--- config.mk ---
export PLATFORM = sky130hd
export DESIGN_NAME = sfct_core
export DESIGN_NICKNAME = d
export VERILOG_FILES = /design/src/include/sfct_pkg.sv /design/src/rtl/sfct_core.sv /design/src/rtl/sfct_op_timer.sv
export VERILOG_INCLUDE_DIRS = /design/src /design/src/include
export SDC_FILE = /design/constraint.sdc
export NUM_CORES = 1
export LEC_CHECK = 0
export BUFFER_PORTS_ARGS = -buffer_cell sky130_fd_sc_hd__buf_2
export CORE_UTILIZATION = 58
export DETAILED_ROUTE_END_ITERATION = 16
export GPL_TIMING_DRIVEN = 0
export PLACE_DENSITY = 0.77
export SYNTH_ARGS = -nofsm -noshare
export SYNTH_HDL_FRONTEND = slang
export SYNTH_SLANG_ARGS = --single-unit
--- constraint.sdc ---
create_clock -name sys_clk -period 5.2 [get_ports sys_clk]
set_input_delay 0.78 -clock sys_clk [delete_from_list [all_inputs] [get_ports sys_clk]]
set_output_delay 0.78 -clock sys_clk [all_outputs]
set_load 0.02 [all_outputs]
--- src/include/sfct_consts.svh ---
// Constants for the serial flash command and timing sequencer.
// Assumes a 20 MHz system clock and a slow external serial link.
// Contract
// - Serial input captured on rising clock edge.
// - Idle-low and idle-high clock both accepted.
// - Opcode then 24 address bits, MSB first.
// - Status read skips the address framing.
// - Opcodes 68H and E8H read array continuously.
// - Opcode 52H reads a main array page.
// - 54H/56H/D4H/D6H read first or second buffer.
// - Opcode D7H reads status.
// - Page-buffer transfer or compare within 250 us.
// - Erase+program 20 ms, program 14, erase 8.
// - Busy output low within 200 ns.
// - Sector decoded from page address high bits.
`ifndef SFCT_CONSTS_SVH
`define SFCT_CONSTS_SVH

// ==============================================================
// Clock and timing figures
`define SFCT_CLK_HZ 20000000
`define SFCT_T_XFR_US 250
`define SFCT_T_EP_MS 20
`define SFCT_T_P_MS 14
`define SFCT_T_PE_MS 8
`define SFCT_T_BE_MS 12
`define SFCT_T_CSB_NS 200
// Longest times round down to whole cycles
`define SFCT_XFR_CYC (`SFCT_T_XFR_US * (`SFCT_CLK_HZ / 1000000))
`define SFCT_EP_CYC (`SFCT_T_EP_MS * (`SFCT_CLK_HZ / 1000))
`define SFCT_P_CYC (`SFCT_T_P_MS * (`SFCT_CLK_HZ / 1000))
`define SFCT_PE_CYC (`SFCT_T_PE_MS * (`SFCT_CLK_HZ / 1000))
`define SFCT_BE_CYC (`SFCT_T_BE_MS * (`SFCT_CLK_HZ / 1000))
`define SFCT_CSB_CYC (`SFCT_T_CSB_NS / (1000000000 / `SFCT_CLK_HZ))

// ==============================================================
// Framing
`define SFCT_OPC_BITS 8
`define SFCT_ADDR_BITS 24
`define SFCT_PAGE_LSB 9
`define SFCT_PAGE_W 11
`define SFCT_OFFS_W 9

// ==============================================================
// Opcodes
`define SFCT_OP_CAR_LEG 8'h68
`define SFCT_OP_CAR 8'he8
`define SFCT_OP_PAGE_RD 8'h52
`define SFCT_OP_PAGE_RD_M 8'hd2
`define SFCT_OP_BUF1_LEG 8'h54
`define SFCT_OP_BUF2_LEG 8'h56
`define SFCT_OP_BUF1_RD 8'hd4
`define SFCT_OP_BUF2_RD 8'hd6
`define SFCT_OP_STATUS 8'hd7
`define SFCT_OP_STATUS_LEG 8'h57
`define SFCT_OP_XFR1 8'h53
`define SFCT_OP_XFR2 8'h55
`define SFCT_OP_CMP1 8'h60
`define SFCT_OP_CMP2 8'h61
`define SFCT_OP_PE1 8'h83
`define SFCT_OP_PE2 8'h86
`define SFCT_OP_PN1 8'h88
`define SFCT_OP_PN2 8'h89
`define SFCT_OP_PGE 8'h81
`define SFCT_OP_BLKE 8'h50
`define SFCT_OP_THRU1 8'h82
`define SFCT_OP_THRU2 8'h85
`define SFCT_OP_RW1 8'h58
`define SFCT_OP_RW2 8'h59

`endif

--- src/include/sfct_pkg.sv ---
// Types shared by the serial flash sequencer files.
// Assumes sfct_consts.svh is on the include path.
package sfct_pkg;
    // ==============================================================
    // Decoded command classes
    typedef enum logic [3:0] {
        SFCT_CMD_NONE,
        SFCT_CMD_CAR,
        SFCT_CMD_PAGE_RD,
        SFCT_CMD_BUF1_RD,
        SFCT_CMD_BUF2_RD,
        SFCT_CMD_STATUS,
        SFCT_CMD_XFR,
        SFCT_CMD_ERPRG,
        SFCT_CMD_PRG,
        SFCT_CMD_ERASE,
        SFCT_CMD_BLKE
    } sfct_cmd_t;
    // Sector number
    typedef logic [2:0] sfct_sector_t;
endpackage

--- src/rtl/sfct_core.sv ---
// Command framing and timing core of a serial page flash memory.
// Assumes sck, cs_n, si and reset_n come from pins off the sys_clk domain.
`timescale 1ns/1ps
`default_nettype none
`include "sfct_consts.svh"
module sfct_core #(
    parameter int XFR_CYC = `SFCT_XFR_CYC,
    parameter int EP_CYC = `SFCT_EP_CYC,
    parameter int P_CYC = `SFCT_P_CYC,
    parameter int PE_CYC = `SFCT_PE_CYC,
    parameter int BE_CYC = `SFCT_BE_CYC
) (
    input wire logic sys_clk,
    input wire logic rst,
    input wire logic cs_n,
    input wire logic sck,
    input wire logic si,
    input wire logic reset_n,
    input wire logic [7:0] rd_data,
    output logic so,
    output logic so_oe,
    output logic rdy_busy_n,
    output sfct_pkg::sfct_cmd_t cmd,
    output logic cmd_valid,
    output logic cmd_rejected,
    output logic [`SFCT_PAGE_W-1:0] page_select_bits,
    output logic [`SFCT_OFFS_W-1:0] byte_offset_bits,
    output sfct_pkg::sfct_sector_t sector,
    output logic rd_strobe
);
    import sfct_pkg::*;

    // ==============================================================
    // Pin synchronisers
    logic cs_s1_reg, sck_s1_reg, si_s1_reg, rs_s1_reg; // First stage
    logic cs_s_reg, sck_s_reg, si_s_reg, rs_s_reg; // Second stage
    logic sck_d_reg; // Previous synced clock for edge finding

    // Two flops per pin; only the second stage is read
    always_ff @(posedge sys_clk or posedge rst) begin
        if (rst) begin
            // Select starts deselected so no false select edge follows
            cs_s1_reg <= 1'b1;
            sck_s1_reg <= 1'b0;
            si_s1_reg <= 1'b0;
            rs_s1_reg <= 1'b0;
            cs_s_reg <= 1'b1;
            sck_s_reg <= 1'b0;
            si_s_reg <= 1'b0;
            rs_s_reg <= 1'b0;
            sck_d_reg <= 1'b0;
        end else begin
            cs_s1_reg <= cs_n;
            sck_s1_reg <= sck;
            si_s1_reg <= si;
            rs_s1_reg <= reset_n;
            cs_s_reg <= cs_s1_reg;
            sck_s_reg <= sck_s1_reg;
            si_s_reg <= si_s1_reg;
            rs_s_reg <= rs_s1_reg;
            sck_d_reg <= sck_s_reg;
        end
    end

    // ==============================================================
    // Edge and frame decode
    // Idle level of sck at select fall is irrelevant: a rising edge
    // seen only while selected counts, so either idle form works
    wire selected = !cs_s_reg && rs_s_reg;
    wire sck_rise = selected && sck_s_reg && !sck_d_reg;
    wire sck_fall = selected && !sck_s_reg && sck_d_reg;
    logic cs_d_reg; // Previous synced select
    wire cs_rise = cs_s_reg && !cs_d_reg;

    // ==============================================================
    // Shift register and bit count
    logic [31:0] sh_reg; // Opcode and address, MSB first
    logic [5:0] bits_reg; // Bits taken this frame
    logic [2:0] obit_reg; // Output bit index
    logic [7:0] obyte_reg; // Byte being shifted out
    logic [31:0] sh_next;
    assign sh_next = {sh_reg[30:0], si_s_reg};

    // Decode an opcode into a command class
    function automatic sfct_cmd_t decode(input logic [7:0] op);
        unique case (op)
            `SFCT_OP_CAR_LEG, `SFCT_OP_CAR: decode = SFCT_CMD_CAR;
            `SFCT_OP_PAGE_RD,
            `SFCT_OP_PAGE_RD_M: decode = SFCT_CMD_PAGE_RD;
            `SFCT_OP_BUF1_LEG,
            `SFCT_OP_BUF1_RD: decode = SFCT_CMD_BUF1_RD;
            `SFCT_OP_BUF2_LEG,
            `SFCT_OP_BUF2_RD: decode = SFCT_CMD_BUF2_RD;
            `SFCT_OP_STATUS,
            `SFCT_OP_STATUS_LEG: decode = SFCT_CMD_STATUS;
            `SFCT_OP_XFR1, `SFCT_OP_XFR2, `SFCT_OP_CMP1, `SFCT_OP_CMP2,
            `SFCT_OP_RW1, `SFCT_OP_RW2: decode = SFCT_CMD_XFR;
            // Direct program and buffer program both self-time
            `SFCT_OP_PE1, `SFCT_OP_PE2, `SFCT_OP_THRU1,
            `SFCT_OP_THRU2: decode = SFCT_CMD_ERPRG;
            `SFCT_OP_PN1, `SFCT_OP_PN2: decode = SFCT_CMD_PRG;
            `SFCT_OP_PGE: decode = SFCT_CMD_ERASE;
            `SFCT_OP_BLKE: decode = SFCT_CMD_BLKE;
            default: decode = SFCT_CMD_NONE;
        endcase
    endfunction

    // Sector from the 11 page bits
    function automatic sfct_sector_t sect(input logic [10:0] pa);
        if (pa[10:3] == 8'h00) sect = 3'h0;
        else if (pa[10:8] == 3'h0) sect = 3'h1;
        else if (pa[10:8] == 3'h1) sect = 3'h2;
        else if (pa[10:9] == 2'h1) sect = 3'h3;
        else if (pa[10:9] == 2'h2) sect = 3'h4;
        else sect = 3'h5;
    endfunction

    wire sfct_cmd_t op_class = decode(sh_reg[7:0]);
    wire op_done = bits_reg == 6'(`SFCT_OPC_BITS);
    // Status read answers right after the opcode, no address
    wire is_status = op_class == SFCT_CMD_STATUS;
    // Opcode of a full frame sits in the top byte once 32 bits are in
    wire sfct_cmd_t frame_class = decode(sh_reg[31:24]);
    wire is_self_timed = frame_class inside {SFCT_CMD_XFR, SFCT_CMD_ERPRG,
        SFCT_CMD_PRG, SFCT_CMD_ERASE, SFCT_CMD_BLKE};
    wire addr_done = bits_reg == 6'(`SFCT_OPC_BITS + `SFCT_ADDR_BITS);

    // ==============================================================
    // Operation timer
    logic tmr_busy, tmr_done, tmr_load;
    logic [18:0] tmr_cyc;
    // Longest-allowed durations per operation
    // Busy also covers the load cycle, so the timer runs one short
    // and the busy spell never exceeds the longest allowed time
    assign tmr_cyc = (cmd == SFCT_CMD_XFR) ? 19'(XFR_CYC - 1) :
        (cmd == SFCT_CMD_ERPRG) ? 19'(EP_CYC - 1) :
        (cmd == SFCT_CMD_PRG) ? 19'(P_CYC - 1) :
        (cmd == SFCT_CMD_ERASE) ? 19'(PE_CYC - 1) : 19'(BE_CYC - 1);
    logic armed_reg; // Self-timed command framed, waits for select rise
    assign tmr_load = cs_rise && armed_reg;
    sfct_op_timer #(.CNT_W(19)) u_timer (
        .sys_clk(sys_clk),
        .rst(rst),
        .load(tmr_load),
        .cycles(tmr_cyc),
        .busy(tmr_busy),
        .done(tmr_done)
    );

    // Frame capture; array commands during busy are refused
    always_ff @(posedge sys_clk or posedge rst) begin
        if (rst) begin
            cs_d_reg <= 1'b1;
            sh_reg <= 32'h0;
            bits_reg <= 6'h0;
            cmd <= SFCT_CMD_NONE;
            cmd_valid <= 1'b0;
            cmd_rejected <= 1'b0;
            armed_reg <= 1'b0;
            page_select_bits <= '0;
            byte_offset_bits <= '0;
            sector <= 3'h0;
        end else begin
            cs_d_reg <= cs_s_reg;
            cmd_valid <= 1'b0;
            cmd_rejected <= 1'b0;
            if (!selected) begin
                bits_reg <= 6'h0;
                if (cs_rise) armed_reg <= 1'b0;
            end else if (sck_rise && bits_reg != 6'h3f) begin
                sh_reg <= sh_next;
                bits_reg <= bits_reg + 6'h1;
            end else if (op_done && is_status) begin
                cmd <= SFCT_CMD_STATUS;
                cmd_valid <= 1'b1;
                bits_reg <= 6'h3f;
            end else if (addr_done) begin
                bits_reg <= 6'h3f;
                cmd <= frame_class;
                page_select_bits <= sh_reg[`SFCT_PAGE_LSB +: `SFCT_PAGE_W];
                byte_offset_bits <= sh_reg[`SFCT_OFFS_W-1:0];
                sector <= sect(sh_reg[`SFCT_PAGE_LSB +: `SFCT_PAGE_W]);
                if (tmr_busy && frame_class != SFCT_CMD_STATUS) begin
                    cmd_rejected <= 1'b1;
                end else begin
                    cmd_valid <= 1'b1;
                    armed_reg <= is_self_timed;
                end
            end
        end
    end

    // ==============================================================
    // Read output shifter
    wire is_self_timed_cmd = cmd inside {SFCT_CMD_XFR, SFCT_CMD_ERPRG,
        SFCT_CMD_PRG, SFCT_CMD_ERASE, SFCT_CMD_BLKE, SFCT_CMD_NONE};
    wire reading = cmd_valid && !is_self_timed_cmd;
    logic out_on_reg; // Output phase of a read frame
    // Status byte: ready flag in bit 7, rest zero
    wire [7:0] byte_src = (cmd == SFCT_CMD_STATUS) ?
        {!tmr_busy, 7'h0} : rd_data;

    // Bits change on falling clock so the host samples on rising
    always_ff @(posedge sys_clk or posedge rst) begin
        if (rst) begin
            out_on_reg <= 1'b0;
            obit_reg <= 3'h7;
            obyte_reg <= 8'h0;
            so <= 1'b0;
            so_oe <= 1'b0;
            rd_strobe <= 1'b0;
        end else begin
            rd_strobe <= 1'b0;
            so_oe <= out_on_reg && selected;
            if (!selected) begin
                out_on_reg <= 1'b0;
                obit_reg <= 3'h7;
            end else if (reading) begin
                out_on_reg <= 1'b1;
                obyte_reg <= byte_src;
                rd_strobe <= 1'b1;
            end else if (out_on_reg && sck_fall) begin
                so <= obyte_reg[obit_reg];
                obit_reg <= obit_reg - 3'h1;
                if (obit_reg == 3'h0) begin
                    obyte_reg <= byte_src;
                    rd_strobe <= 1'b1;
                end
            end
        end
    end

    // Busy drops one cycle after synced select rise, far under 200 ns
    always_ff @(posedge sys_clk or posedge rst) begin
        if (rst) begin
            rdy_busy_n <= 1'b1;
        end else begin
            rdy_busy_n <= !(tmr_busy || tmr_load) || tmr_done;
        end
    end
endmodule
`default_nettype wire

--- src/rtl/sfct_op_timer.sv ---
// Self-timed operation timer for the serial flash sequencer.
// Assumes a load pulse with a nonzero cycle count on sys_clk.
`timescale 1ns/1ps
`default_nettype none
module sfct_op_timer #(
    parameter int CNT_W = 19
) (
    input wire logic sys_clk,
    input wire logic rst,
    input wire logic load,
    input wire logic [CNT_W-1:0] cycles,
    output logic busy,
    output logic done
);
    // ==============================================================
    // Down counter
    logic [CNT_W-1:0] cnt_reg; // Cycles left
    logic busy_reg; // Operation running
    logic done_reg; // One-cycle finish pulse
    wire last = busy_reg && (cnt_reg == {{(CNT_W-1){1'b0}}, 1'b1});

    // Count down; a load while running is refused upstream
    always_ff @(posedge sys_clk or posedge rst) begin
        if (rst) begin
            cnt_reg <= '0;
            busy_reg <= 1'b0;
            done_reg <= 1'b0;
        end else begin
            done_reg <= last;
            if (load && !busy_reg) begin
                cnt_reg <= cycles;
                busy_reg <= 1'b1;
            end else if (last) begin
                busy_reg <= 1'b0;
                cnt_reg <= '0;
            end else if (busy_reg) begin
                cnt_reg <= cnt_reg - CNT_W'(1);
            end
        end
    end
    assign busy = busy_reg;
    assign done = done_reg;
endmodule
`default_nettype wire

==> summary.md <==
| Metric | Value |
|---|---|
| Peak supply drop | around 0.00021 V |
| Final antenna-violating net count | 0 |
| Hpwl dp | around 7700 um |
| Critical path's slowest cell | nor3_1 |
| Setup Crit Path Kind | register to register |
| R2r worst-path depth | 8 |
| Final Critical Period | roughly 2.7 ns |
| Initial antenna violation count | 0 |
| Count of final hold-check violations | 0 |
| Final setup vio count | 0 |
| HP Class | register to register |
| Most used cell, CP | nand2_1 |
| Synth Area per Inst | 10.5 um^2 |
| Critical path's largest stage delay | between 0.6 and 0.7 ns |
| Post-cts gate resize count | 0 |
| Comb power frac | between 10 and 15% |
| FILL cells | ~650 |
| Antenna cells | 0 |
| Post-synthesis sequential area ratio | between 50% and 60% |
| FF-to-FF End | page_select_bits[1] |
| Pin count of the biggest net entering global routing | 72 |
| Crit path depth | 8 |
| Pint | approximately 1.7 mW |
| Async SR Flop Fraction | 100% |
| Layout cell share with drive strength beyond 1 | 22.7% |
| P_leak | roughly 3.0 nW |
| Placed Area | just under 6000 um^2 |
| Register bit count reported by yosys | 115 |
| Total clock sinks | around 120 |
| CP endpoint kind | register |
| Post-synth top area cell | dfrtp_1 |
| Core area | between 8000 and 9000 um^2 |
| Top post-synthesis cells by area | dfrtp_1 (50%), mux2_2 (7.1%), nand2_1 (6.1%) |
| TritonRoute pass-1 iters | 9 |
| Arrival time worst endpoint | about 3.2 ns |
| Syn-to-layout area delta | 17.2% |
| Fmax | about 0.37 GHz |
| Cell row count | 34 |
| RR Startpoint | bits_reg[0] |
| Number of global-route vias before repair | between 4000 and 5000 |
| Synth top area share | between 50% and 60% |
| Htree depth | 4 |
| Nets@finish | ~600 |
| Global router's overall resource usage | about a quarter |
| Latest clock arrival within the worst-skew pair | about 0.52 ns |
| Gr ovfl total | 0 |
| Die area | around 9700 um^2 |
| Net count after synthesis | ~540 |
| WL/cell | ~16 um |
| Root Driver | clkbuf_8 |
| CP Max Fanout | 10 |
| Die H | 98.5 um |
| Total wire length | approximately 12000 um |
| Worst path bufs/invs | 2 |
| Clk_skew | roughly 0.012 ns |
| Post-synth EDFFs | 0 |
| Die X | 98.5 um |
| Initial DRC count | 145 |
| Switch share | between 20 and 30% |
| Ports | 47 |
| Slew Limit Fails | 0 |
| Post-Syn Area | around 5400 um^2 |
| First-pass GRT wire length | roughly 20000 um |
| Worst setup SP type | register |
| I/O Buffers | 46 |
| TritonCTS Buffers | 17 |
| CTS tree | built |
| Hold_buf cts | 0 |
| DRC Markers | 0 |
| Top_reg_cell synth | dfrtp_1 |
| Setup Fix Bufs, Post-CTS | 0 |
| Final Cycle Share | between 50% and 60% |
| Most frequent cells in the layout | dfrtp_1 (108), nand2_1 (88), buf_2 (47), mux2_2 (34), nor2_1 (30) |
| Via density | approximately 6 |
| CP Data Required Time | around 5.7 ns |
| Setup TNS | 0 ns |
| Clk slew on worst S/H paths | 0.06 ns |
| Commonest non-fill, non-tap cell in the layout | dfrtp_1 |
| Finished layout cell area | around 6300 um^2 |
| Max Cap Viol | 0 |
| R2r setup slk | approximately 2.5 ns |
| Unrepaired setup endpoints after global routing | no |
| Yosys warning total | 0 |
| P_sw | 0.727 mW |
| Yosys cell types | between 60 and 70 |
| Slew margin rel. | 43.2% |
| CTS max path bufs | 2 |
| Routed vias | around 4100 |
| Mapped Cells | ~520 |
| Worst Tran Pin Value | 0.851 ns |
| Worst setup path endpoint | page_select_bits[1] |
| Number of flip-flops in the largest register | 32 |
| Clock share of power | a little over two fifths |
| Initial Utilization | about 61% |
| Power per cell area | approximately 380 nW/um^2 |
| RD Place Congestion | around 0.89 |
| CP Cell Sequence | inv_1, ha_1, or3b_1, or3_1, nor3_1, clkbuf_1, nand2_1, nand2_1 |
| Worst Setup SP | bits_reg[0] |
| Outcome | finished, final reports clean |
| Largest delay share family, worst path | simple AND/OR/NAND/NOR gates |
| Flop pwr share | 43.5% |
[worst register-to-register path, cell delays in order (launching register included)]
cell      delay (ns)
dfrtp_1         0.42
inv_1           0.08
ha_1            0.13
or3b_1          0.36
or3_1           0.39
nor3_1          0.65
clkbuf_1        0.43
nand2_1         0.11
nand2_1         0.08
[metal layers]
layer	GRT usage, %	part of all wire [%]	vias to the layer above
met5	0	0	-
met1	33.9	44	2039
met3	5.67	4.8	18
met4	10.2	1.5	0
met2	43.4	49	115
li1	-	-	1973
[metrics by stage]
step           power (mW)  worst slack, ns  util, %  cells  hold WS, ns
2_1_floorplan        1.28             1.39        -    516        0.331
3_3_place_gp         1.36            0.227     65.2    670        0.333
3_5_place_dp         1.38             2.56     65.4    671        0.339
4_1_cts              2.44             2.51     71.5    703        0.342
5_1_grt              2.53             2.37     71.5    703        0.346
6_report             2.43             2.51     71.5    703        0.353
[power by group through the flow]
stage,Sequential [mW],Clock [mW],Combinational [mW]
finish,1.05,1.06,0.313
global route,1.06,1.11,0.351
CTS,1.05,1.08,0.314
detailed placement,1.07,0,0.311
global placement,1.06,0,0.298
floorplan,1.06,0,0.216
[synth_stat cells (3+ instances only)]
cell,n
dfrtp_1,108
nand2_1,88
mux2_2,34
nor2_1,30
a21oi_1,26
inv_1,22
clkbuf_1,20
nor3_1,14
mux2i_1,10
nand2b_1,10
nand3_1,10
o21ai_0,10
nor4_1,9
dfstp_2,7
ha_1,6
o22ai_1,6
xnor2_1,6
a211oi_1,5
a21o_1,5
a311oi_1,5
nand3b_1,5
nor2b_1,5
nor3b_1,5
or3_1,5
nor4bb_1,4
a211o_1,3
nand4_1,3
o22a_1,3
o31ai_1,3
[worst min-delay path by stage]
stage	slack, ns	endpoint	startpoint	cells past startpoint
3_3_place_gp	0.33	rs_s_reg	rs_s1_reg	0
4_1_cts	0.34	si_s1_reg	si	1
5_1_grt	0.35	si_s1_reg	si	1
6_report	0.35	rs_s_reg	rs_s1_reg	0
2_1_floorplan	0.33	rs_s_reg	rs_s1_reg	0
3_5_place_dp	0.34	sck_s_reg	sck_s1_reg	0
[cells by family (layout without fill, tap and decap cells)]
| group | Yosys count | after routing | synth area share [%] |
|---|---|---|---|
| compound gates | 88 | 88 | 11.3 |
| xor+xnor | 6 | 6 | 0.973 |
| fa+ha+maj | 7 | 7 | 1.58 |
| buf+inv | 46 | 125 | 3.43 |
| flops | 115 | 115 | 53.4 |
| mux | 46 | 46 | 9.78 |
| simple gates | 208 | 208 | 19.5 |
[area by class of cell]
cell class | count | area [um^2] | area share (%)
well taps | 108 | 135 | 2.14
clock buffers | 18 | 418 | 6.60
repair buffers | 47 | 250 | 3.95
multi-input cells | 355 | 2330 | 36.8
clock inverters | 14 | 121 | 1.92
inverters | 22 | 85.1 | 1.34
flip-flops and latches | 115 | 2890 | 45.6
plain buffers | 24 | 103 | 1.62
Note: power is estimated with default switching activity, not from simulation.
